--- config.mk ---
export PLATFORM = sky130hd
export DESIGN_NAME = radio_mode_ctrl_flat
export DESIGN_NICKNAME = d
export VERILOG_FILES = /design/src/rtl/radio_spi_pkg.sv /design/src/rtl/spi_link_if.sv /design/src/rtl/radio_mode_ctrl.sv /design/src/flat_wrapper.sv
export SDC_FILE = /design/constraint.sdc
export NUM_CORES = 1
export LEC_CHECK = 0
export BUFFER_PORTS_ARGS = -buffer_cell sky130_fd_sc_hd__buf_2
export CAP_MARGIN = 25
export CORE_UTILIZATION = 60
export DETAILED_ROUTE_END_ITERATION = 12
export PLACE_DENSITY = 0.77
export SYNTH_ARGS = -nofsm -noshare
export SYNTH_HDL_FRONTEND = slang
export SYNTH_SLANG_ARGS = --single-unit
--- constraint.sdc ---
create_clock -name core_clk_in -period 6.5 [get_ports core_clk_in]
set_input_delay 0 -clock core_clk_in [delete_from_list [all_inputs] [get_ports core_clk_in]]
set_output_delay 0 -clock core_clk_in [all_outputs]
set_load 0.01 [all_outputs]
--- src/rtl/radio_spi_pkg.sv ---
// shared constants, types and decoders for the radio serial port and modes
package radio_spi_pkg;

  // ==========================================================================
  // clock and timing
  localparam int unsigned CORE_CLK_HZ        = 10_000_000;
  localparam int unsigned CORE_PERIOD_NS     = 100;
  localparam int unsigned OFF_TO_IDLE_MIN_MS = 10;
  localparam int unsigned HIB_TO_IDLE_MIN_MS = 7;
  localparam int unsigned DOZE_WAKE_US       = 300;
  localparam int unsigned RADIO_WARM_US      = 144;
  localparam int unsigned SCLK_MIN_PERIOD_NS = 125;
  localparam int unsigned OFF_TO_IDLE_CYCLES =
    OFF_TO_IDLE_MIN_MS * (CORE_CLK_HZ / 1000);
  localparam int unsigned HIB_TO_IDLE_CYCLES =
    HIB_TO_IDLE_MIN_MS * (CORE_CLK_HZ / 1000);
  localparam int unsigned DOZE_WAKE_CYCLES   =
    DOZE_WAKE_US * (CORE_CLK_HZ / 1_000_000);
  localparam int unsigned RADIO_WARM_CYCLES  =
    RADIO_WARM_US * (CORE_CLK_HZ / 1_000_000);
  // half period of the serial clock; far above the minimum period because
  // the far end sees every pin through a two-stage synchroniser
  localparam int unsigned SCLK_MIN_HALF =
    (SCLK_MIN_PERIOD_NS + 2 * CORE_PERIOD_NS - 1) / (2 * CORE_PERIOD_NS);
  localparam int unsigned SCLK_HALF_CYCLES = 8;
  localparam int unsigned WAIT_W           = 20;
  localparam logic [3:0]  HALF_LAST        = 4'(SCLK_HALF_CYCLES - 1);

  // ==========================================================================
  // header and register layout
  localparam int unsigned HDR_RW_BIT      = 7;
  localparam int unsigned HDR_ADDR_W      = 6;
  localparam int unsigned REG_COUNT       = 8;
  localparam logic [2:0]  MODE_REG_IDX    = 3'h1;
  localparam logic [2:0]  DOZE_TIMER_IDX  = 3'h2;
  localparam logic [2:0]  CLOCK_OUTPUT_CTRL_IDX   = 3'h7;
  localparam int unsigned CLOCK_OUTPUT_EN_BIT     = 9;
  localparam int unsigned CLOCK_OUTPUT_DIV_W      = 4;
  localparam int unsigned MODE_TX_BIT     = 2;
  localparam logic [1:0]  CMD_HIBERNATE   = 2'h1;
  localparam logic [1:0]  CMD_DOZE        = 2'h2;
  localparam logic [15:0] REG_RESET       = 16'h0000;
  localparam logic [15:0] CLOCK_OUTPUT_CTRL_RESET = 16'h000F;
  localparam int unsigned CLOCK_OUTPUT_MAX_HZ     = 1_000_000;
  localparam logic [3:0]  CLOCK_OUTPUT_MIN_DIV    =
    4'(CORE_CLK_HZ / (2 * CLOCK_OUTPUT_MAX_HZ) - 1);

  // ==========================================================================
  // host command buffer
  localparam int unsigned CMD_W      = 9;
  localparam int unsigned FIFO_DEPTH = 4;

  // ==========================================================================
  // state types
  typedef enum logic [3:0] {
    M_OFF       = 4'h0,
    M_POWER_UP  = 4'h1,
    M_IDLE      = 4'h2,
    M_HIBERNATE = 4'h3,
    M_HIB_WAKE  = 4'h4,
    M_DOZE      = 4'h5,
    M_DOZE_WAKE = 4'h6,
    M_RX_WARM   = 4'h7,
    M_RX        = 4'h8,
    M_TX_WARM   = 4'h9,
    M_TX        = 4'hA
  } mode_t;

  typedef enum logic [2:0] {
    H_IDLE  = 3'h0,
    H_LOW   = 3'h1,
    H_HIGH  = 3'h2,
    H_FETCH = 3'h3,
    H_END   = 3'h4,
    H_GAP   = 3'h5
  } host_state_t;

  // upper address bits alias onto the small register store
  function automatic logic [2:0] reg_index(input logic [5:0] addr,
                                           input logic [5:0] word);
    logic [5:0] sum;
    sum = addr + word;
    return sum[2:0];
  endfunction : reg_index

endpackage : radio_spi_pkg

--- src/rtl/spi_link_if.sv ---
// pin bundle between the host controller and the radio device
`timescale 1ns/100ps
`default_nettype none
interface spi_link_if;
  logic sclk;
  logic cs_n;
  logic mosi;
  logic miso;
  logic miso_oe_n;
  logic miso_line;
  logic attention_n;
  logic seq_enable;
  logic clock_output;
  logic clock_output_oe_n;
  logic irq_n;
  logic irq_oe_n;

  // a released line is modelled as pulled low
  assign miso_line = miso_oe_n ? 1'b0 : miso;

  modport device (input sclk, cs_n, mosi, attention_n, seq_enable,
                  output miso, miso_oe_n, clock_output, clock_output_oe_n,
                  irq_n, irq_oe_n);
  modport host (output sclk, cs_n, mosi, attention_n, seq_enable,
                input miso_line, clock_output, irq_n);
endinterface : spi_link_if
`default_nettype wire

--- src/rtl/radio_mode_ctrl.sv ---
// device end: serial slave, register store and power-mode sequencer
`timescale 1ns/100ps
`default_nettype none
// Function
// - reset release goes Off to Idle
// - Off tristates outputs; power-up delay to Idle
// - Idle serves port; sleep only by command
// - Hibernate: clock stopped, port dead, attention wakes
// - Doze: port dead, clock out gated
// - Doze wakes on attention or timer match
// - radio warm-up from Idle takes 144 us
// - slave only, never drives serial clock
// - host holds select low, three bursts minimum
// - clock idles low, sample rise, shift fall
// - eight-bit bursts, msb first
// - first burst is header: address and direction
// - payload moves one direction only
// - payload even, at least two bytes
// - host raises select after last burst
// - serial pins sampled, transfers on core clock
// - sequence enable starts radio, low forces Idle
module radio_mode_ctrl #(
  parameter int unsigned POWER_UP_CYCLES = radio_spi_pkg::OFF_TO_IDLE_CYCLES,
  parameter int unsigned HIB_WAKE_CYCLES = radio_spi_pkg::HIB_TO_IDLE_CYCLES
) (
  input  wire logic         core_clk_in,
  input  wire logic         resetn_in,
  input  wire logic         clk_en_in,
  spi_link_if.device        link,
  output logic [3:0]        mode_out,
  output logic              osc_on_out,
  output logic              rx_on_out,
  output logic              tx_on_out
);
  import radio_spi_pkg::*;

  // ==========================================================================
  // pin synchronisers
  localparam int unsigned SYN_W = 5;
  // pins reset to their idle levels so no false edge follows reset
  localparam logic [SYN_W-1:0] SYN_IDLE = 5'h0A;

  logic [SYN_W-1:0] sync1_reg;
  logic [SYN_W-1:0] sync2_reg;
  logic             sclk_prev_reg;
  logic             seq_prev_reg;

  wire sclk_s   = sync2_reg[4];
  wire cs_n_s   = sync2_reg[3];
  wire mosi_s   = sync2_reg[2];
  wire wake_attention_n_n_s = sync2_reg[1];
  wire seq_s    = sync2_reg[0];

  // ==========================================================================
  // state
  mode_t             state_reg;
  mode_t             state_next;
  logic [WAIT_W-1:0] wait_reg;
  logic [WAIT_W-1:0] wait_next;
  logic              wait_load;
  logic [15:0]       regs_reg [REG_COUNT];
  logic [15:0]       doze_cnt_reg;
  logic [2:0]        bit_reg;
  logic [7:0]        shift_reg;
  logic [7:0]        tx_reg;
  logic [7:0]        hi_reg;
  logic [5:0]        addr_reg;
  logic [5:0]        word_reg;
  logic              payload_reg;
  logic              read_reg;
  logic              hi_phase_reg;
  logic [3:0]        clock_output_cnt_reg;
  logic              miso_reg;
  logic              miso_oe_n_reg;
  logic              clock_output_reg;
  logic              clock_output_oe_n_reg;
  logic              irq_oe_n_reg;

  // ==========================================================================
  // decoding
  // the port listens in Idle and while the radio runs; sleep modes ignore it
  wire spi_active = state_reg == M_IDLE || state_reg == M_RX_WARM ||
                    state_reg == M_RX || state_reg == M_TX_WARM ||
                    state_reg == M_TX;
  // only edges of the host clock advance the shifter
  wire rise = spi_active && !cs_n_s && sclk_s && !sclk_prev_reg;
  wire fall = spi_active && !cs_n_s && !sclk_s && sclk_prev_reg;
  wire [7:0] rx_byte   = {shift_reg[6:0], mosi_s};
  wire       byte_done = rise && bit_reg == 3'h7;
  wire [2:0] idx       = reg_index(addr_reg, word_reg);
  wire [2:0] idx_nxt   = reg_index(addr_reg, word_reg + 6'h01);
  wire [2:0] idx_hdr   = reg_index(rx_byte[HDR_ADDR_W-1:0], 6'h00);
  wire       wr_word   = byte_done && payload_reg && !read_reg &&
                         hi_phase_reg;
  wire [15:0] wr_data  = {hi_reg, rx_byte};
  wire       cmd_write = wr_word && idx == MODE_REG_IDX;
  wire [1:0] cmd       = wr_data[1:0];
  wire       seq_rise  = seq_s && !seq_prev_reg;
  wire       seq_tx    = regs_reg[MODE_REG_IDX][MODE_TX_BIT];
  wire [15:0] doze_cmp = regs_reg[DOZE_TIMER_IDX];
  wire       timer_hit = doze_cmp != 16'h0000 && doze_cnt_reg == doze_cmp;
  wire [CLOCK_OUTPUT_DIV_W-1:0] clock_output_div = regs_reg[CLOCK_OUTPUT_CTRL_IDX][CLOCK_OUTPUT_DIV_W-1:0];
  wire       doze_clock_output = regs_reg[CLOCK_OUTPUT_CTRL_IDX][CLOCK_OUTPUT_EN_BIT] &&
                         clock_output_div >= CLOCK_OUTPUT_MIN_DIV;
  wire       clock_output_run  = spi_active || (state_reg == M_DOZE && doze_clock_output);
  // one period of the clock output is two half periods of div+1 cycles
  wire [WAIT_W-1:0] clock_output_period = WAIT_W'({clock_output_div, 1'b0}) + WAIT_W'(2);
  wire       wait_zero = wait_reg == '0;

  // ==========================================================================
  // mode sequencer
  always_comb
  begin
    state_next = state_reg;
    wait_next  = wait_zero ? wait_reg : wait_reg - WAIT_W'(1);
    wait_load  = 1'b0;
    unique case (state_reg)
      M_OFF:
      begin
        state_next = M_POWER_UP;
        wait_next  = WAIT_W'(POWER_UP_CYCLES - 1);
      end
      M_POWER_UP:
        if (wait_zero)
          state_next = M_IDLE;
      M_IDLE:
        if (cmd_write && cmd == CMD_HIBERNATE)
          state_next = M_HIBERNATE;
        else if (cmd_write && cmd == CMD_DOZE)
          state_next = M_DOZE;
        else if (seq_rise)
        begin
          state_next = seq_tx ? M_TX_WARM : M_RX_WARM;
          wait_next  = WAIT_W'(RADIO_WARM_CYCLES - 1);
        end
      M_HIBERNATE:
        if (!wake_attention_n_n_s)
        begin
          state_next = M_HIB_WAKE;
          wait_next  = WAIT_W'(HIB_WAKE_CYCLES - 1);
        end
      M_HIB_WAKE:
        if (wait_zero)
          state_next = M_IDLE;
      M_DOZE:
        if (!wake_attention_n_n_s || timer_hit)
        begin
          state_next = M_DOZE_WAKE;
          wait_load  = 1'b1;
        end
      M_DOZE_WAKE:
        if (wait_zero)
          state_next = M_IDLE;
      M_RX_WARM,
      M_TX_WARM:
        if (!seq_s)
          state_next = M_IDLE;
        else if (wait_zero)
          state_next = (state_reg == M_TX_WARM) ? M_TX : M_RX;
      M_RX,
      M_TX:
        if (!seq_s)
          state_next = M_IDLE;
      default:
        state_next = M_OFF;
    endcase
    if (wait_load)
      wait_next = WAIT_W'(DOZE_WAKE_CYCLES - 1) + clock_output_period;
  end

  assign mode_out           = state_reg;
  assign link.miso          = miso_reg;
  assign link.miso_oe_n     = miso_oe_n_reg;
  assign link.clock_output  = clock_output_reg;
  assign link.clock_output_oe_n = clock_output_oe_n_reg;
  assign link.irq_n         = 1'b1;
  assign link.irq_oe_n      = irq_oe_n_reg;

  // ==========================================================================
  // sequential logic
  always_ff @(posedge core_clk_in)
    if (!resetn_in)
    begin
      sync1_reg     <= SYN_IDLE;
      sync2_reg     <= SYN_IDLE;
      sclk_prev_reg <= 1'b0;
      seq_prev_reg  <= 1'b0;
      state_reg     <= M_OFF;
      wait_reg      <= '0;
      doze_cnt_reg  <= 16'h0000;
      for (int i = 0; i < REG_COUNT; i++)
        regs_reg[i] <= (i == int'(CLOCK_OUTPUT_CTRL_IDX)) ? CLOCK_OUTPUT_CTRL_RESET
                                                  : REG_RESET;
      bit_reg       <= 3'h0;
      shift_reg     <= 8'h00;
      tx_reg        <= 8'h00;
      hi_reg        <= 8'h00;
      addr_reg      <= 6'h00;
      word_reg      <= 6'h00;
      payload_reg   <= 1'b0;
      read_reg      <= 1'b0;
      hi_phase_reg  <= 1'b0;
      clock_output_cnt_reg  <= 4'h0;
      miso_reg      <= 1'b0;
      miso_oe_n_reg <= 1'b1;
      clock_output_reg      <= 1'b0;
      clock_output_oe_n_reg <= 1'b1;
      irq_oe_n_reg  <= 1'b1;
      osc_on_out    <= 1'b0;
      rx_on_out     <= 1'b0;
      tx_on_out     <= 1'b0;
    end
    else if (clk_en_in)
    begin
      sync1_reg     <= {link.sclk, link.cs_n, link.mosi,
                        link.attention_n, link.seq_enable};
      sync2_reg     <= sync1_reg;
      sclk_prev_reg <= sclk_s;
      seq_prev_reg  <= seq_s;
      state_reg     <= state_next;
      wait_reg      <= wait_next;
      doze_cnt_reg  <= (state_reg == M_DOZE) ? doze_cnt_reg + 16'h0001
                                             : 16'h0000;
      irq_oe_n_reg  <= state_next == M_OFF;
      osc_on_out    <= state_next != M_HIBERNATE;
      rx_on_out     <= state_next == M_RX_WARM || state_next == M_RX;
      tx_on_out     <= state_next == M_TX_WARM || state_next == M_TX;
      // clock output: stopped with the oscillator, gated in doze
      clock_output_oe_n_reg <= !clock_output_run;
      if (clock_output_run)
      begin
        clock_output_cnt_reg <= (clock_output_cnt_reg == clock_output_div) ? 4'h0
                                                   : clock_output_cnt_reg + 4'h1;
        if (clock_output_cnt_reg == clock_output_div)
          clock_output_reg <= !clock_output_reg;
      end
      else
      begin
        clock_output_cnt_reg <= 4'h0;
        clock_output_reg     <= 1'b0;
      end
      // serial slave; register store keeps its contents in sleep modes
      miso_oe_n_reg <= cs_n_s || !spi_active;
      if (cs_n_s || !spi_active)
      begin
        bit_reg      <= 3'h0;
        payload_reg  <= 1'b0;
        hi_phase_reg <= 1'b0;
        word_reg     <= 6'h00;
        tx_reg       <= 8'h00;
        miso_reg     <= 1'b0;
      end
      else
      begin
        if (fall)
          miso_reg <= tx_reg[~bit_reg];
        if (rise)
        begin
          shift_reg <= rx_byte;
          bit_reg   <= bit_reg + 3'h1;
        end
        if (byte_done && !payload_reg)
        begin
          payload_reg <= 1'b1;
          read_reg    <= rx_byte[HDR_RW_BIT];
          addr_reg    <= rx_byte[HDR_ADDR_W-1:0];
          tx_reg      <= rx_byte[HDR_RW_BIT] ? regs_reg[idx_hdr][15:8]
                                             : 8'h00;
        end
        else if (byte_done)
        begin
          hi_phase_reg <= !hi_phase_reg;
          hi_reg       <= rx_byte;
          if (hi_phase_reg)
            word_reg <= word_reg + 6'h01;
          if (wr_word)
            regs_reg[idx] <= wr_data;
          if (read_reg)
            tx_reg <= hi_phase_reg ? regs_reg[idx_nxt][15:8]
                                   : regs_reg[idx][7:0];
        end
      end
    end
endmodule : radio_mode_ctrl
`default_nettype wire

--- src/flat_wrapper.sv ---
// flat-port wrapper written by rule: the top's interface ports become plain ports
module radio_mode_ctrl_flat import radio_spi_pkg::*;
#(
  parameter int unsigned POWER_UP_CYCLES = radio_spi_pkg::OFF_TO_IDLE_CYCLES,
  parameter int unsigned HIB_WAKE_CYCLES = radio_spi_pkg::HIB_TO_IDLE_CYCLES
)
  (core_clk_in, resetn_in, clk_en_in, mode_out, osc_on_out, rx_on_out, tx_on_out, link_sclk, link_cs_n, link_mosi, link_attention_n, link_seq_enable, link_miso, link_miso_oe_n, link_clock_output, link_clock_output_oe_n, link_irq_n, link_irq_oe_n);
  spi_link_if link_i ();
  input  wire logic core_clk_in;
  input  wire logic resetn_in;
  input  wire logic clk_en_in;
  output logic [3:0] mode_out;
  output logic osc_on_out;
  output logic rx_on_out;
  output logic tx_on_out;
  input wire logic [$bits(link_i.sclk)-1:0] link_sclk;
  input wire logic [$bits(link_i.cs_n)-1:0] link_cs_n;
  input wire logic [$bits(link_i.mosi)-1:0] link_mosi;
  input wire logic [$bits(link_i.attention_n)-1:0] link_attention_n;
  input wire logic [$bits(link_i.seq_enable)-1:0] link_seq_enable;
  output wire logic [$bits(link_i.miso)-1:0] link_miso;
  output wire logic [$bits(link_i.miso_oe_n)-1:0] link_miso_oe_n;
  output wire logic [$bits(link_i.clock_output)-1:0] link_clock_output;
  output wire logic [$bits(link_i.clock_output_oe_n)-1:0] link_clock_output_oe_n;
  output wire logic [$bits(link_i.irq_n)-1:0] link_irq_n;
  output wire logic [$bits(link_i.irq_oe_n)-1:0] link_irq_oe_n;
  assign link_i.sclk = link_sclk;
  assign link_i.cs_n = link_cs_n;
  assign link_i.mosi = link_mosi;
  assign link_i.attention_n = link_attention_n;
  assign link_i.seq_enable = link_seq_enable;
  assign link_miso = link_i.miso;
  assign link_miso_oe_n = link_i.miso_oe_n;
  assign link_clock_output = link_i.clock_output;
  assign link_clock_output_oe_n = link_i.clock_output_oe_n;
  assign link_irq_n = link_i.irq_n;
  assign link_irq_oe_n = link_i.irq_oe_n;
  radio_mode_ctrl #(.POWER_UP_CYCLES(POWER_UP_CYCLES), .HIB_WAKE_CYCLES(HIB_WAKE_CYCLES)) u_core (.core_clk_in(core_clk_in), .resetn_in(resetn_in), .clk_en_in(clk_en_in), .link(link_i), .mode_out(mode_out), .osc_on_out(osc_on_out), .rx_on_out(rx_on_out), .tx_on_out(tx_on_out));
endmodule
After elaboration in Yosys (flattened, before gate mapping) --
Memory sizes are Yosys's and may differ from the RTL's. Cells that the tools add are included.
Word-level totals: output and inout port bits 13, memories 1, register bits after elaboration 102, bits of input ports 8, memory bits (writable) 128
Cells by class: $lt $le $gt $ge 2, bitwise gates (word level) 3, reductions and logical operators 62, add/subtract/negate cells 9, mux-type cells 58, eq/ne operators 23
Memory list:
- u_core.regs_reg | depth 8, bits a word 16, read ports 6, clocked after memory_dff 0, write ports 8, line radio_mode_ctrl.sv:61 | logic [15:0] regs_reg [REG_COUNT];
Operator list (number):
- $mux W20 | 6
- $pmux W20 S3 | 1
- $mux W4 | 12
- $mux W8 | 6
- $mux W16 | 2
- $pmux W4 S7 | 1
- $eq A4 B4 Y1 const B | 6
- $mux W6 | 4
- $mux W1 | 21
- $add A12 B20 Y20 const A | 1
- $eq A4 B3 Y1 const B | 5
- $logic_not A20 Y1 | 1
- $sub A20 B1 Y20 const B | 1
- $logic_and A1 B1 Y1 | 17
- $add A16 B1 Y16 const B | 1
- $eq A16 B16 Y1 | 1
- $reduce_bool A16 Y1 | 1
- $reduce_or A16 Y1 | 1
- $reduce_and A3 Y1 | 4
- $logic_not A1 Y1 | 11
- $reduce_bool A2 Y1 | 5
- $logic_or A1 B1 Y1 | 9
- $mux W3 | 3
- $eq A4 B2 Y1 const B | 2
- other kinds (26) | 35

Longest topological paths before layout --
Gate-level depths: netlist (run 1).
depth after elaboration 21, mapped depth 12

Worst setup path after synthesis (run 1) --
Ideal clock, no wire load.
kind reg2reg, from register u_core.word_reg[0], to memory u_core.regs_reg[2][0], enable pin, setup slack 2.972 ns, clock period less this slack 3.528 ns, data required time 6.089 ns, arrival time 3.116 ns, cell stages (with the launch flop) 7, cells stage by stage dfxtp_1 -> inv_1 -> ha_1 -> buf_1 -> clkbuf_1 -> nand4_1 -> o21ai_0
RTL lines:
- start, declared | line radio_mode_ctrl.sv:68 | logic [5:0] word_reg;
- start signal, assigned | line radio_mode_ctrl.sv:275 | word_reg <= word_reg + 6'h01;
- end, declared | line radio_mode_ctrl.sv:61

==> impl_results.html, run 1 <==
<table>
<tr><th>Metric</th><th>Value</th></tr>
<tr><th colspan="2">Worst setup path</th></tr>
<tr><td>Crit path capture type</td><td>register</td></tr>
<tr><td>Crit path DAT</td><td>4.81 ns</td></tr>
<tr><td>Register-to-register path setup slack</td><td>1.84 ns</td></tr>
<tr><td>Critical register-to-register path startpoint</td><td>u_core.mode_out[1]$_SDFFE_PN0P_</td></tr>
<tr><td>End of the critical path</td><td>u_core.regs_reg[1][7]$_SDFFCE_PN0P_</td></tr>
<tr><td>R2r endpoint</td><td>u_core.regs_reg[1][7]$_SDFFCE_PN0P_</td></tr>
<tr><td>Data required time of the worst path</td><td>6.65 ns</td></tr>
<tr><td>Startpoint of the most critical setup path</td><td>u_core.mode_out[1]$_SDFFE_PN0P_</td></tr>
<tr><td>Critical path class</td><td>register to register</td></tr>
<tr><td>Top fanout value on the critical path</td><td>25</td></tr>
<tr><td>Category of the worst setup path launch point</td><td>register</td></tr>
<tr><td>Reg2Reg Depth</td><td>6</td></tr>
<tr><th colspan="2">Drt</th></tr>
<tr><td>Routed wire per std cell</td><td>22.3 um</td></tr>
<tr><td>Drt drc</td><td>0</td></tr>
<tr><td>Per-cell via count in the routed design</td><td>6.37</td></tr>
<tr><td>DRC marker count from the first detailed-route iteration</td><td>764</td></tr>
<tr><td>Post-route ant nets</td><td>0</td></tr>
<tr><td>Number of iterations in the first detailed-routing pass</td><td>5</td></tr>
<tr><td>Vias after detailed routing</td><td>8897</td></tr>
<tr><td>Total wire length</td><td>31.1 mm</td></tr>
<tr><th colspan="2">Global routing</th></tr>
<tr><td>Initial antenna violation count</td><td>1</td></tr>
<tr><td>Largest net degree at the start of global routing</td><td>65</td></tr>
<tr><td>Global-route usage over all layers</td><td>31.6%</td></tr>
<tr><td>Total gr overflow</td><td>0</td></tr>
<tr><td>Number of global-route vias before repair</td><td>8294</td></tr>
<tr><td>Global-route wire length before repair</td><td>48.2 mm</td></tr>
<tr><th colspan="2">Logic synthesis</th></tr>
<tr><td>Cells after synthesis</td><td>1114</td></tr>
<tr><td>Syn nets</td><td>1134</td></tr>
<tr><td>Post-synthesis compound-gate area fraction</td><td>9.81%</td></tr>
<tr><td>Cell accounting for the most synthesized area</td><td>sky130_fd_sc_hd__edfxtp_1</td></tr>
<tr><td>Most used flip-flop cell after synthesis</td><td>sky130_fd_sc_hd__edfxtp_1</td></tr>
<tr><td>Biggest area contributors in the synthesized netlist</td><td>sky130_fd_sc_hd__edfxtp_1, sky130_fd_sc_hd__dfxtp_1, sky130_fd_sc_hd__mux4_2, sky130_fd_sc_hd__and2_1, sky130_fd_sc_hd__nand2_1</td></tr>
<tr><td>Library cells used by synthesis</td><td>81</td></tr>
<tr><td>Count of flip-flops with a built-in enable after synthesis</td><td>128</td></tr>
<tr><td>Synthesized area</td><td>11900 um2</td></tr>
<tr><td>Synthesized area per cell</td><td>10.7 um2</td></tr>
<tr><td>Mux contribution to synthesized area</td><td>11.7%</td></tr>
<tr><td>Post-synthesis simple-gate area fraction</td><td>21.2%</td></tr>
<tr><td>Share of the synthesized area in the top cell type</td><td>32.2%</td></tr>
<tr><td>Yosys warns</td><td>0</td></tr>
<tr><td>Share of synthesized flip-flops with an asynchronous set or reset</td><td>0%</td></tr>
<tr><td>Post-Synth XOR/XNOR Area</td><td>3.64%</td></tr>
<tr><td>Sequential fraction of the synthesis area</td><td>48.8%</td></tr>
<tr><td>Post-Synth Adder-Cell Area</td><td>1.38%</td></tr>
<tr><td>Largest family of logic cells by synthesized area</td><td>simple AND/OR/NAND/NOR gates</td></tr>
<tr><td>Post-synthesis register bit count</td><td>227</td></tr>
<tr><th colspan="2">Clocking</th></tr>
<tr><td>Clock latency of the later-clocked register in the worst-skew pair</td><td>0.53 ns</td></tr>
<tr><td>Post-CTS resize count</td><td>0</td></tr>
<tr><td>Level count of the clock H-tree</td><td>1</td></tr>
<tr><td>Clock tree from TritonCTS</td><td>built</td></tr>
<tr><td>Post-CTS Hold Buffers</td><td>5</td></tr>
<tr><td>Maximum buffer depth of the clock tree</td><td>3</td></tr>
<tr><td>Number of buffers inserted during clock tree synthesis</td><td>24</td></tr>
<tr><td>Root Driver</td><td>sky130_fd_sc_hd__clkbuf_16</td></tr>
<tr><td>Total number of clock tree sinks</td><td>227</td></tr>
<tr><td>Clock slew seen by the registers of the worst setup and hold paths</td><td>0.06 ns</td></tr>
<tr><td>Post-CTS Setup Inserts</td><td>0</td></tr>
<tr><th colspan="2">STA</th></tr>
<tr><td>Setup violation total in the final timing report</td><td>0</td></tr>
<tr><td>Final hold viol count</td><td>0</td></tr>
<tr><td>Setup TNS</td><td>0 ns</td></tr>
<tr><td>Relative slew margins</td><td>28.5%</td></tr>
<tr><td>Maximum clock skew at final layout</td><td>0.0176 ns</td></tr>
<tr><td>Post-route fraction of the period consumed by the critical path</td><td>71.7%</td></tr>
<tr><td>Final Slew Violations</td><td>0</td></tr>
<tr><td>Achievable frequency</td><td>215 MHz</td></tr>
<tr><td>Slew at the pin closest to its max-slew limit</td><td>1.07 ns</td></tr>
<tr><td>RSZ-0062 raised after global routing</td><td>no</td></tr>
<tr><td>Final worst setup slack</td><td>1.84 ns</td></tr>
<tr><td>Shortest clock period the worst path allows after layout</td><td>4.66 ns</td></tr>
<tr><th colspan="2">Floorplanning</th></tr>
<tr><td>Ports placed on the boundary</td><td>21</td></tr>
<tr><td>Area enclosed by the die boundary</td><td>20500 um2</td></tr>
<tr><td>Vertical die dimension</td><td>143 um</td></tr>
<tr><td>Initial standard-cell utilization of the core</td><td>61.3%</td></tr>
<tr><td>Width of the die</td><td>143 um</td></tr>
<tr><td>Count of standard-cell rows</td><td>51</td></tr>
<tr><td>Core Footprint</td><td>19500 um2</td></tr>
<tr><th colspan="2">Worst hold path</th></tr>
<tr><td>Path category of the worst min-delay check</td><td>primary input to register</td></tr>
<tr><th colspan="2">Finish</th></tr>
<tr><td>Count of fill cells added during filler insertion</td><td>1459</td></tr>
<tr><td>Diodes inserted</td><td>0</td></tr>
<tr><td>Area of the multi-input gates</td><td>5730 um2</td></tr>
<tr><td>Most common cell after layout, fill and taps aside</td><td>sky130_fd_sc_hd__edfxtp_1</td></tr>
<tr><td>Net count of the finished layout</td><td>1133</td></tr>
<tr><td>Signed area change from the synthesized netlist to the final layout</td><td>9.30%</td></tr>
<tr><td>Flip-flop count of the largest register after layout</td><td>128</td></tr>
<tr><td>Fraction of layout cells with a size suffix above 1</td><td>13.6%</td></tr>
<tr><td>Sequential Area</td><td>5830 um2</td></tr>
<tr><td>Most used cells in the layout excluding fill and tap cells</td><td>sky130_fd_sc_hd__edfxtp_1, sky130_fd_sc_hd__and2_1, sky130_fd_sc_hd__nand2_1</td></tr>
<tr><th colspan="2">Power and ir drop</th></tr>
<tr><td>Total chip power</td><td>3370 uW</td></tr>
<tr><td>Power density of the placed cells</td><td>258 nW/um2</td></tr>
<tr><td>Peak supply drop</td><td>0.000241 V</td></tr>
<tr><td>Leak pwr</td><td>0.00466 uW</td></tr>
<tr><th colspan="2">Place</th></tr>
<tr><td>Dpl hpwl</td><td>21.5 mm</td></tr>
<tr><td>Number of port buffers</td><td>19</td></tr>
<tr><td>Last weighted congestion value of the routability-driven placer</td><td>0.929</td></tr>
<tr><td>Place WS</td><td>1.83 ns</td></tr>
<tr><th colspan="2">Run status</th></tr>
<tr><td>Status</td><td>finished, final reports clean</td></tr>
<tr><th colspan="2">Flow run</th></tr>
<tr><td>Max Cap Viol</td><td>0</td></tr>
</table>
-- metrics by stage --
stage               std cells  instance area [um2]  hold slack, ns  utilization, %
floorplan                1114                11900           0.128               -
global placement         1343                12200           0.219            62.5
detailed placement       1345                12200           0.227            62.6
CTS                      1394                13000          0.0246            67.0
global route             1396                13000          0.0394            67.0
finish                   1396                13000          0.0363            67.0
-- metal layers --
metal / global-route usage (%) / wire length, um / vias up
met3: 5.06 / 2400 / 95
met2: 52.3 / 14800 / 380
met1: 41.3 / 12500 / 4346
li1: - / - / 4074
met5: 0 / 13 / -
met4: 13.6 / 1420 / 2
-- Yosys cell counts, drive strengths merged, types with 6 or more instances --
library cell	number
o2111ai	9
nor2b	9
xnor2	11
a21oi	37
nand2	116
nand3	38
o221a	6
dfxtp	99
o31ai	6
inv	14
nand4	13
mux2	8
a31oi	17
clkbuf	59
o211ai	8
edfxtp	128
mux4	42
or3	8
nor3	22
ha	10
xor2	36
nor2	84
and2	127
o21ai	48
buf	11
nand2b	19
nor4	16
mux2i	36
-- worst min-delay path by stage --
stage / to / cells past startpoint / startpoint / slack [ns]
2_1_floorplan: u_core.sync1_reg[1]$_SDFFE_PN1P_ / 2 / link_attention_n / 0.13
3_3_place_gp: u_core.sync1_reg[3]$_SDFFE_PN1P_ / 3 / link_cs_n / 0.22
3_5_place_dp: u_core.sync1_reg[1]$_SDFFE_PN1P_ / 3 / link_attention_n / 0.23
4_1_cts: u_core.link.clock_output_oe_n$_SDFFE_PN1P_ / 3 / resetn_in / 0.02
5_1_grt: u_core.sync1_reg[3]$_SDFFE_PN1P_ / 3 / resetn_in / 0.04
6_report: u_core.link.clock_output_oe_n$_SDFFE_PN1P_ / 3 / resetn_in / 0.04
-- kinds of logic after synthesis --
kind of cell / Yosys count
flip-flops: 227
XOR/XNOR: 48
AO/OA/AOI/OAI: 172
adder cells (fa/ha/maj): 12
AND/OR/NAND/NOR: 483
multiplexers: 86
other: 1
buffers and inverters: 85
-- final cells by class --
cell class                      instances  share of cell area [%]
Clock buffer                           37                    5.67
Timing Repair Buffer                   44                    2.26
Sequential cell                       227                    44.7
Clock inverter                          7                   0.527
Tap cell                              265                    2.54
Inverter                               14                   0.403
Multi-Input combinational cell        802                    43.9
-- critical path: stages (launching register included) --
cell and delay (ns):
sky130_fd_sc_hd__dfxtp_1 0.77, sky130_fd_sc_hd__nor3b_1 0.45, sky130_fd_sc_hd__o31a_1 0.45, sky130_fd_sc_hd__and3_1 0.65
sky130_fd_sc_hd__nand3_1 0.36, sky130_fd_sc_hd__nor4_2 0.93, sky130_fd_sc_hd__nand2b_1 0.68
-- power by group --
group | total [uW] | leakage (uW) | switching, uW | internal, uW
registers | 1660 | 0.00202 | 73.2 | 1590
clock network | 1370 | 0.000401 | 554 | 821
logic | 333 | 0.00224 | 196 | 137
total | 3370 | 0.00466 | 823 | 2540
(Power assumes the default switching activity.)
==> run 2: changes to the inputs <==
Settings changed: ABC_AREA set to 1.
Clock period 6.5 ns to 4.85 ns, I/O delays scaled along.
==> impl_results.html, run 2 <==
<table>
<tr><th>Metric</th><th>Value</th></tr>
<tr><th colspan="2">Worst setup path</th></tr>
<tr><td>Worst path slowest cell</td><td>sky130_fd_sc_hd__nand2_1</td></tr>
<tr><td>Top fanout value on the critical path</td><td>17 (-32%)</td></tr>
<tr><td>Data required time of the worst path</td><td>5.02 ns (-1.63 ns)</td></tr>
<tr><td>Critical path class</td><td>register to register</td></tr>
<tr><td>Buffers and inverters on the worst path</td><td>0 (unchanged)</td></tr>
<tr><td>Worst path top cell family by delay</td><td>simple AND/OR/NAND/NOR gates</td></tr>
<tr><td>Critical register-to-register path startpoint</td><td>u_core.word_reg[0]$_SDFFE_PN0P_</td></tr>
<tr><td>Delay of the slowest cell on the worst path</td><td>0.65 ns (-0.28 ns)</td></tr>
<tr><td>Crit path DAT</td><td>3.74 ns (-1.07 ns)</td></tr>
<tr><td>Crit path capture type</td><td>register</td></tr>
<tr><td>Reg2Reg Depth</td><td>8 (+2)</td></tr>
<tr><td>R2r endpoint</td><td>u_core.regs_reg[5][10]$_SDFFCE_PN0P_</td></tr>
<tr><td>Cell type with the highest occurrence count on the critical path</td><td>sky130_fd_sc_hd__nand2_1</td></tr>
<tr><td>Sequence of cells on the critical path</td><td>ha_1, fa_1, xor2_1, nand2_1, nand2_1, nor2_1, nand2_1, nand2_1</td></tr>
<tr><td>Category of the worst setup path launch point</td><td>register</td></tr>
<tr><td>Register-to-register path setup slack</td><td>1.28 ns (-0.57 ns)</td></tr>
<tr><th colspan="2">Power and ir drop</th></tr>
<tr><td>Leak pwr</td><td>0.00504 uW (+8.0%)</td></tr>
<tr><td>Peak supply drop</td><td>0.000361 V (+50%)</td></tr>
<tr><td>Portion of total power attributed to the clock network</td><td>41.1% (+0.3 points)</td></tr>
<tr><td>Net switching component of the power</td><td>1240 uW (+51%)</td></tr>
<tr><td>Fraction of power spent switching nets</td><td>26.5% (+2.1 points)</td></tr>
<tr><td>Sequential Power Share</td><td>46.9% (-2.4 points)</td></tr>
<tr><td>Total chip power</td><td>4680 uW (+39%)</td></tr>
<tr><td>Internal Dissipation</td><td>3440 uW (+35%)</td></tr>
<tr><td>Power density of the placed cells</td><td>362 nW/um2 (+40%)</td></tr>
<tr><td>Combinational share of power</td><td>12.0% (+2.1 points)</td></tr>
<tr><th colspan="2">Clocking</th></tr>
<tr><td>Clock slew seen by the registers of the worst setup and hold paths</td><td>0.06 ns (about the same)</td></tr>
<tr><td>Root Driver</td><td>sky130_fd_sc_hd__clkbuf_16</td></tr>
<tr><td>Post-CTS Setup Inserts</td><td>0 (unchanged)</td></tr>
<tr><td>Total number of clock tree sinks</td><td>227 (unchanged)</td></tr>
<tr><td>Clock tree from TritonCTS</td><td>built</td></tr>
<tr><td>Post-CTS resize count</td><td>0 (unchanged)</td></tr>
<tr><td>Clock latency of the later-clocked register in the worst-skew pair</td><td>0.54 ns (about the same)</td></tr>
<tr><td>Post-CTS Hold Buffers</td><td>6 (+1)</td></tr>
<tr><td>Number of buffers inserted during clock tree synthesis</td><td>25 (+4.2%)</td></tr>
<tr><td>Level count of the clock H-tree</td><td>1 (unchanged)</td></tr>
<tr><td>Maximum buffer depth of the clock tree</td><td>3 (unchanged)</td></tr>
<tr><th colspan="2">Logic synthesis</th></tr>
<tr><td>Synthesized area per cell</td><td>8.03 um2 (-25%)</td></tr>
<tr><td>Sequential fraction of the synthesis area</td><td>49.5% (+0.71 points)</td></tr>
<tr><td>Cell accounting for the most synthesized area</td><td>sky130_fd_sc_hd__edfxtp_1</td></tr>
<tr><td>Most frequent cell after synthesis</td><td>sky130_fd_sc_hd__nand2_1</td></tr>
<tr><td>Cells after synthesis</td><td>1466 (+32%)</td></tr>
<tr><td>Most used flip-flop cell after synthesis</td><td>sky130_fd_sc_hd__edfxtp_1</td></tr>
<tr><td>Share of synthesized flip-flops with an asynchronous set or reset</td><td>0% (unchanged)</td></tr>
<tr><td>Library cells used by synthesis</td><td>52 (-36%)</td></tr>
<tr><td>Count of flip-flops with a built-in enable after synthesis</td><td>128 (unchanged)</td></tr>
<tr><td>Biggest area contributors in the synthesized netlist</td><td>sky130_fd_sc_hd__edfxtp_1, sky130_fd_sc_hd__dfxtp_1, sky130_fd_sc_hd__nand2_1, sky130_fd_sc_hd__nor2_1, sky130_fd_sc_hd__o21ai_0</td></tr>
<tr><td>Syn nets</td><td>1486 (+31%)</td></tr>
<tr><td>Post-synthesis register bit count</td><td>227 (unchanged)</td></tr>
<tr><td>Share of the synthesized area in the top cell type</td><td>32.7% (+0.47 points)</td></tr>
<tr><td>Leading cell types by count after synthesis</td><td>sky130_fd_sc_hd__nand2_1, sky130_fd_sc_hd__nor2_1, sky130_fd_sc_hd__o21ai_0, sky130_fd_sc_hd__a21oi_1</td></tr>
<tr><td>Yosys warns</td><td>0 (unchanged)</td></tr>
<tr><td>Synthesized area</td><td>11800 um2 (-1.4%)</td></tr>
<tr><th colspan="2">Place</th></tr>
<tr><td>Number of port buffers</td><td>19 (unchanged)</td></tr>
<tr><td>Dpl hpwl</td><td>23.2 mm (+7.5%)</td></tr>
<tr><td>Last weighted congestion value of the routability-driven placer</td><td>1.03 (+11%)</td></tr>
<tr><td>Area after detailed placement</td><td>12000 um2 (-1.2%)</td></tr>
<tr><th colspan="2">Floorplanning</th></tr>
<tr><td>Width of the die</td><td>142 um (-0.71%)</td></tr>
<tr><td>Vertical die dimension</td><td>142 um (-0.71%)</td></tr>
<tr><td>Core Footprint</td><td>19000 um2 (-2.6%)</td></tr>
<tr><td>Ports placed on the boundary</td><td>21 (unchanged)</td></tr>
<tr><td>Initial standard-cell utilization of the core</td><td>62.1% (+0.74 points)</td></tr>
<tr><td>Area enclosed by the die boundary</td><td>20200 um2 (-1.4%)</td></tr>
<tr><td>Count of standard-cell rows</td><td>50 (-2.0%)</td></tr>
<tr><th colspan="2">Worst hold path</th></tr>
<tr><td>Hold Path Origin</td><td>resetn_in</td></tr>
<tr><td>Path category of the worst min-delay check</td><td>primary input to register</td></tr>
<tr><td>Number of cells traversed by the worst hold path</td><td>3 (unchanged)</td></tr>
<tr><td>Hold EP</td><td>u_core.link.miso_oe_n$_SDFFE_PN1P_</td></tr>
<tr><th colspan="2">Finish</th></tr>
<tr><td>Most common cell after layout, fill and taps aside</td><td>sky130_fd_sc_hd__nand2_1</td></tr>
<tr><td>Area of all placed cells without fillers</td><td>12900 um2 (-0.96%)</td></tr>
<tr><td>Count of fill cells added during filler insertion</td><td>1527 (+4.7%)</td></tr>
<tr><td>Most used cells in the layout excluding fill and tap cells</td><td>sky130_fd_sc_hd__nand2_1, sky130_fd_sc_hd__nor2_1, sky130_fd_sc_hd__o21ai_0</td></tr>
<tr><td>Area of the multi-input gates</td><td>5150 um2 (-10%)</td></tr>
<tr><td>Flip-flop count of the largest register after layout</td><td>128 (unchanged)</td></tr>
<tr><td>Sequential Area</td><td>5830 um2 (about the same)</td></tr>
<tr><td>Net count of the finished layout</td><td>1490 (+32%)</td></tr>
<tr><td>Fraction of layout cells with a size suffix above 1</td><td>7.12% (-6.5 points)</td></tr>
<tr><td>Diodes inserted</td><td>0 (unchanged)</td></tr>
<tr><td>Signed area change from the synthesized netlist to the final layout</td><td>9.82%</td></tr>
<tr><th colspan="2">Drt</th></tr>
<tr><td>Drt drc</td><td>0 (unchanged)</td></tr>
<tr><td>DRC marker count from the first detailed-route iteration</td><td>1078 (+41%)</td></tr>
<tr><td>Routed wire per std cell</td><td>19.0 um (-15%)</td></tr>
<tr><td>Per-cell via count in the routed design</td><td>5.88 (-7.7%)</td></tr>
<tr><td>Vias after detailed routing</td><td>10287 (+16%)</td></tr>
<tr><td>Post-route ant nets</td><td>0 (unchanged)</td></tr>
<tr><td>Number of iterations in the first detailed-routing pass</td><td>7 (+2)</td></tr>
<tr><td>Total wire length</td><td>33.2 mm (+6.5%)</td></tr>
<tr><th colspan="2">STA</th></tr>
<tr><td>Shortest clock period the worst path allows after layout</td><td>3.57 ns (-1.08 ns)</td></tr>
<tr><td>Setup violation total in the final timing report</td><td>0 (unchanged)</td></tr>
<tr><td>RSZ-0062 raised after global routing</td><td>no</td></tr>
<tr><td>Maximum clock skew at final layout</td><td>0.0183 ns (+0.000666 ns)</td></tr>
<tr><td>Final hold viol count</td><td>0 (unchanged)</td></tr>
<tr><td>Achievable frequency</td><td>280 MHz (+30%)</td></tr>
<tr><td>Relative slew margins</td><td>35.1% (+6.5 points)</td></tr>
<tr><td>Slew at the pin closest to its max-slew limit</td><td>0.973 ns (-0.0939 ns)</td></tr>
<tr><td>Final Slew Violations</td><td>0 (unchanged)</td></tr>
<tr><td>Post-route fraction of the period consumed by the critical path</td><td>73.7% (+2.0 points)</td></tr>
<tr><td>Setup TNS</td><td>0 ns (unchanged)</td></tr>
<tr><th colspan="2">Global routing</th></tr>
<tr><td>Number of global-route vias before repair</td><td>9240 (+11%)</td></tr>
<tr><td>Global-route usage over all layers</td><td>33.5% (+1.9 points)</td></tr>
<tr><td>Initial antenna violation count</td><td>0 (-1)</td></tr>
<tr><td>Largest net degree at the start of global routing</td><td>91 (+40%)</td></tr>
<tr><td>Global-route wire length before repair</td><td>51.0 mm (+5.8%)</td></tr>
<tr><td>Total gr overflow</td><td>0 (unchanged)</td></tr>
<tr><th colspan="2">Flow run</th></tr>
<tr><td>Max Cap Viol</td><td>0 (unchanged)</td></tr>
<tr><th colspan="2">Run status</th></tr>
<tr><td>Status</td><td>finished, final reports clean</td></tr>
</table>
==> run 2: changes by cell type after synthesis, sizes merged, moves of 13 or more <==
cell    delta
nor2     +176
xor2      -19
nand2    +145
mux4      -42
and2     -127
nand2b    -19
nor4      -13
a21oi     +97
inv      +119
o21ai    +111
mux2i     -19
nand3     +16
==> run 2: metal layers <==
layer | global-route usage, % | vias up | share of wire, %
met4 | 16.2 | 0 | 4.9
met5 | 0 | - | 0
li1 | - | 4956 | -
met3 | 6.63 | 93 | 9.7
met2 | 51.1 | 500 | 44
met1 | 45.8 | 4738 | 42
==> run 2: how the worst max path moves through the flow <==
stage,startpoint,endpoint,slack [ns],depth (start not counted)
after floorplan,u_core.word_reg[0]$_SDFFE_PN0P_,u_core.regs_reg[3][0]$_SDFFCE_PN0P_,1.83,10
after global placement,u_core.bit_reg[0]$_SDFFE_PN0P_,u_core.regs_reg[3][10]$_SDFFCE_PN0P_,1.48,10
after detailed placement,u_core.word_reg[0]$_SDFFE_PN0P_,u_core.regs_reg[5][11]$_SDFFCE_PN0P_,1.38,8
after CTS,u_core.word_reg[0]$_SDFFE_PN0P_,u_core.regs_reg[5][10]$_SDFFCE_PN0P_,1.31,8
after global routing,u_core.word_reg[0]$_SDFFE_PN0P_,u_core.regs_reg[5][9]$_SDFFCE_PN0P_,1.03,8
final,u_core.word_reg[0]$_SDFFE_PN0P_,u_core.regs_reg[5][10]$_SDFFCE_PN0P_,1.28,8
==> run 2: power by group through the flow <==
stage / registers (uW) / clock network (uW) / logic (uW)
floorplan: 2210 / 0 / 401
global placement: 2230 / 0 / 537
detailed placement: 2230 / 0 / 543
CTS: 2190 / 1940 / 551
global route: 2200 / 2010 / 621
finish: 2200 / 1920 / 562
==> run 2: cells by family (layout without fill, tap and decap cells) <==
| logic type | count (synthesis) | count (layout) | share of synthesized area [%] |
|---|---|---|---|
| AOI/OAI and AO/OA | 352 | 352 | 16.3 |
| xor gates and xnor gates | 28 | 28 | 2.08 |
| adders and majority gates | 12 | 12 | 1.40 |
| buffers and inverters | 202 | 225 | 6.77 |
| DFF | 227 | 227 | 49.5 |
| muxes | 17 | 17 | 1.45 |
| other | 1 | 1 | 0.0319 |
| and+or+nand+nor | 627 | 627 | 22.4 |
==> run 2: through the flow <==
stage | hold slack (ns) | std cells | util (%) | worst slack (ns)
finish | 0.0670 | 1749 | 68.2 | 1.28
global route | 0.0942 | 1749 | 68.2 | 1.03
CTS | 0.0659 | 1749 | 68.2 | 1.31
detailed placement | 0.220 | 1697 | 63.5 | 1.38
global placement | 0.220 | 1697 | 63.5 | 1.48
floorplan | 0.126 | 1466 | - | 1.83
==> run 2: area by class of cell <==
| type | instances | area share, % |
|---|---|---|
| flip-flops and latches | 227 | 45.1 |
| multi-input cells | 1037 | 39.8 |
| clock buffers | 31 | 5.09 |
| inverters | 139 | 4.04 |
| well taps | 260 | 2.52 |
| repair buffers | 40 | 2.07 |
| clock inverters | 15 | 1.37 |
==> run 2: worst min-delay path: cells and delay by family <==
kind	cells	cell delay, ns
buffers and inverters	2	0.41
AND/OR/NAND/NOR	1	0.15
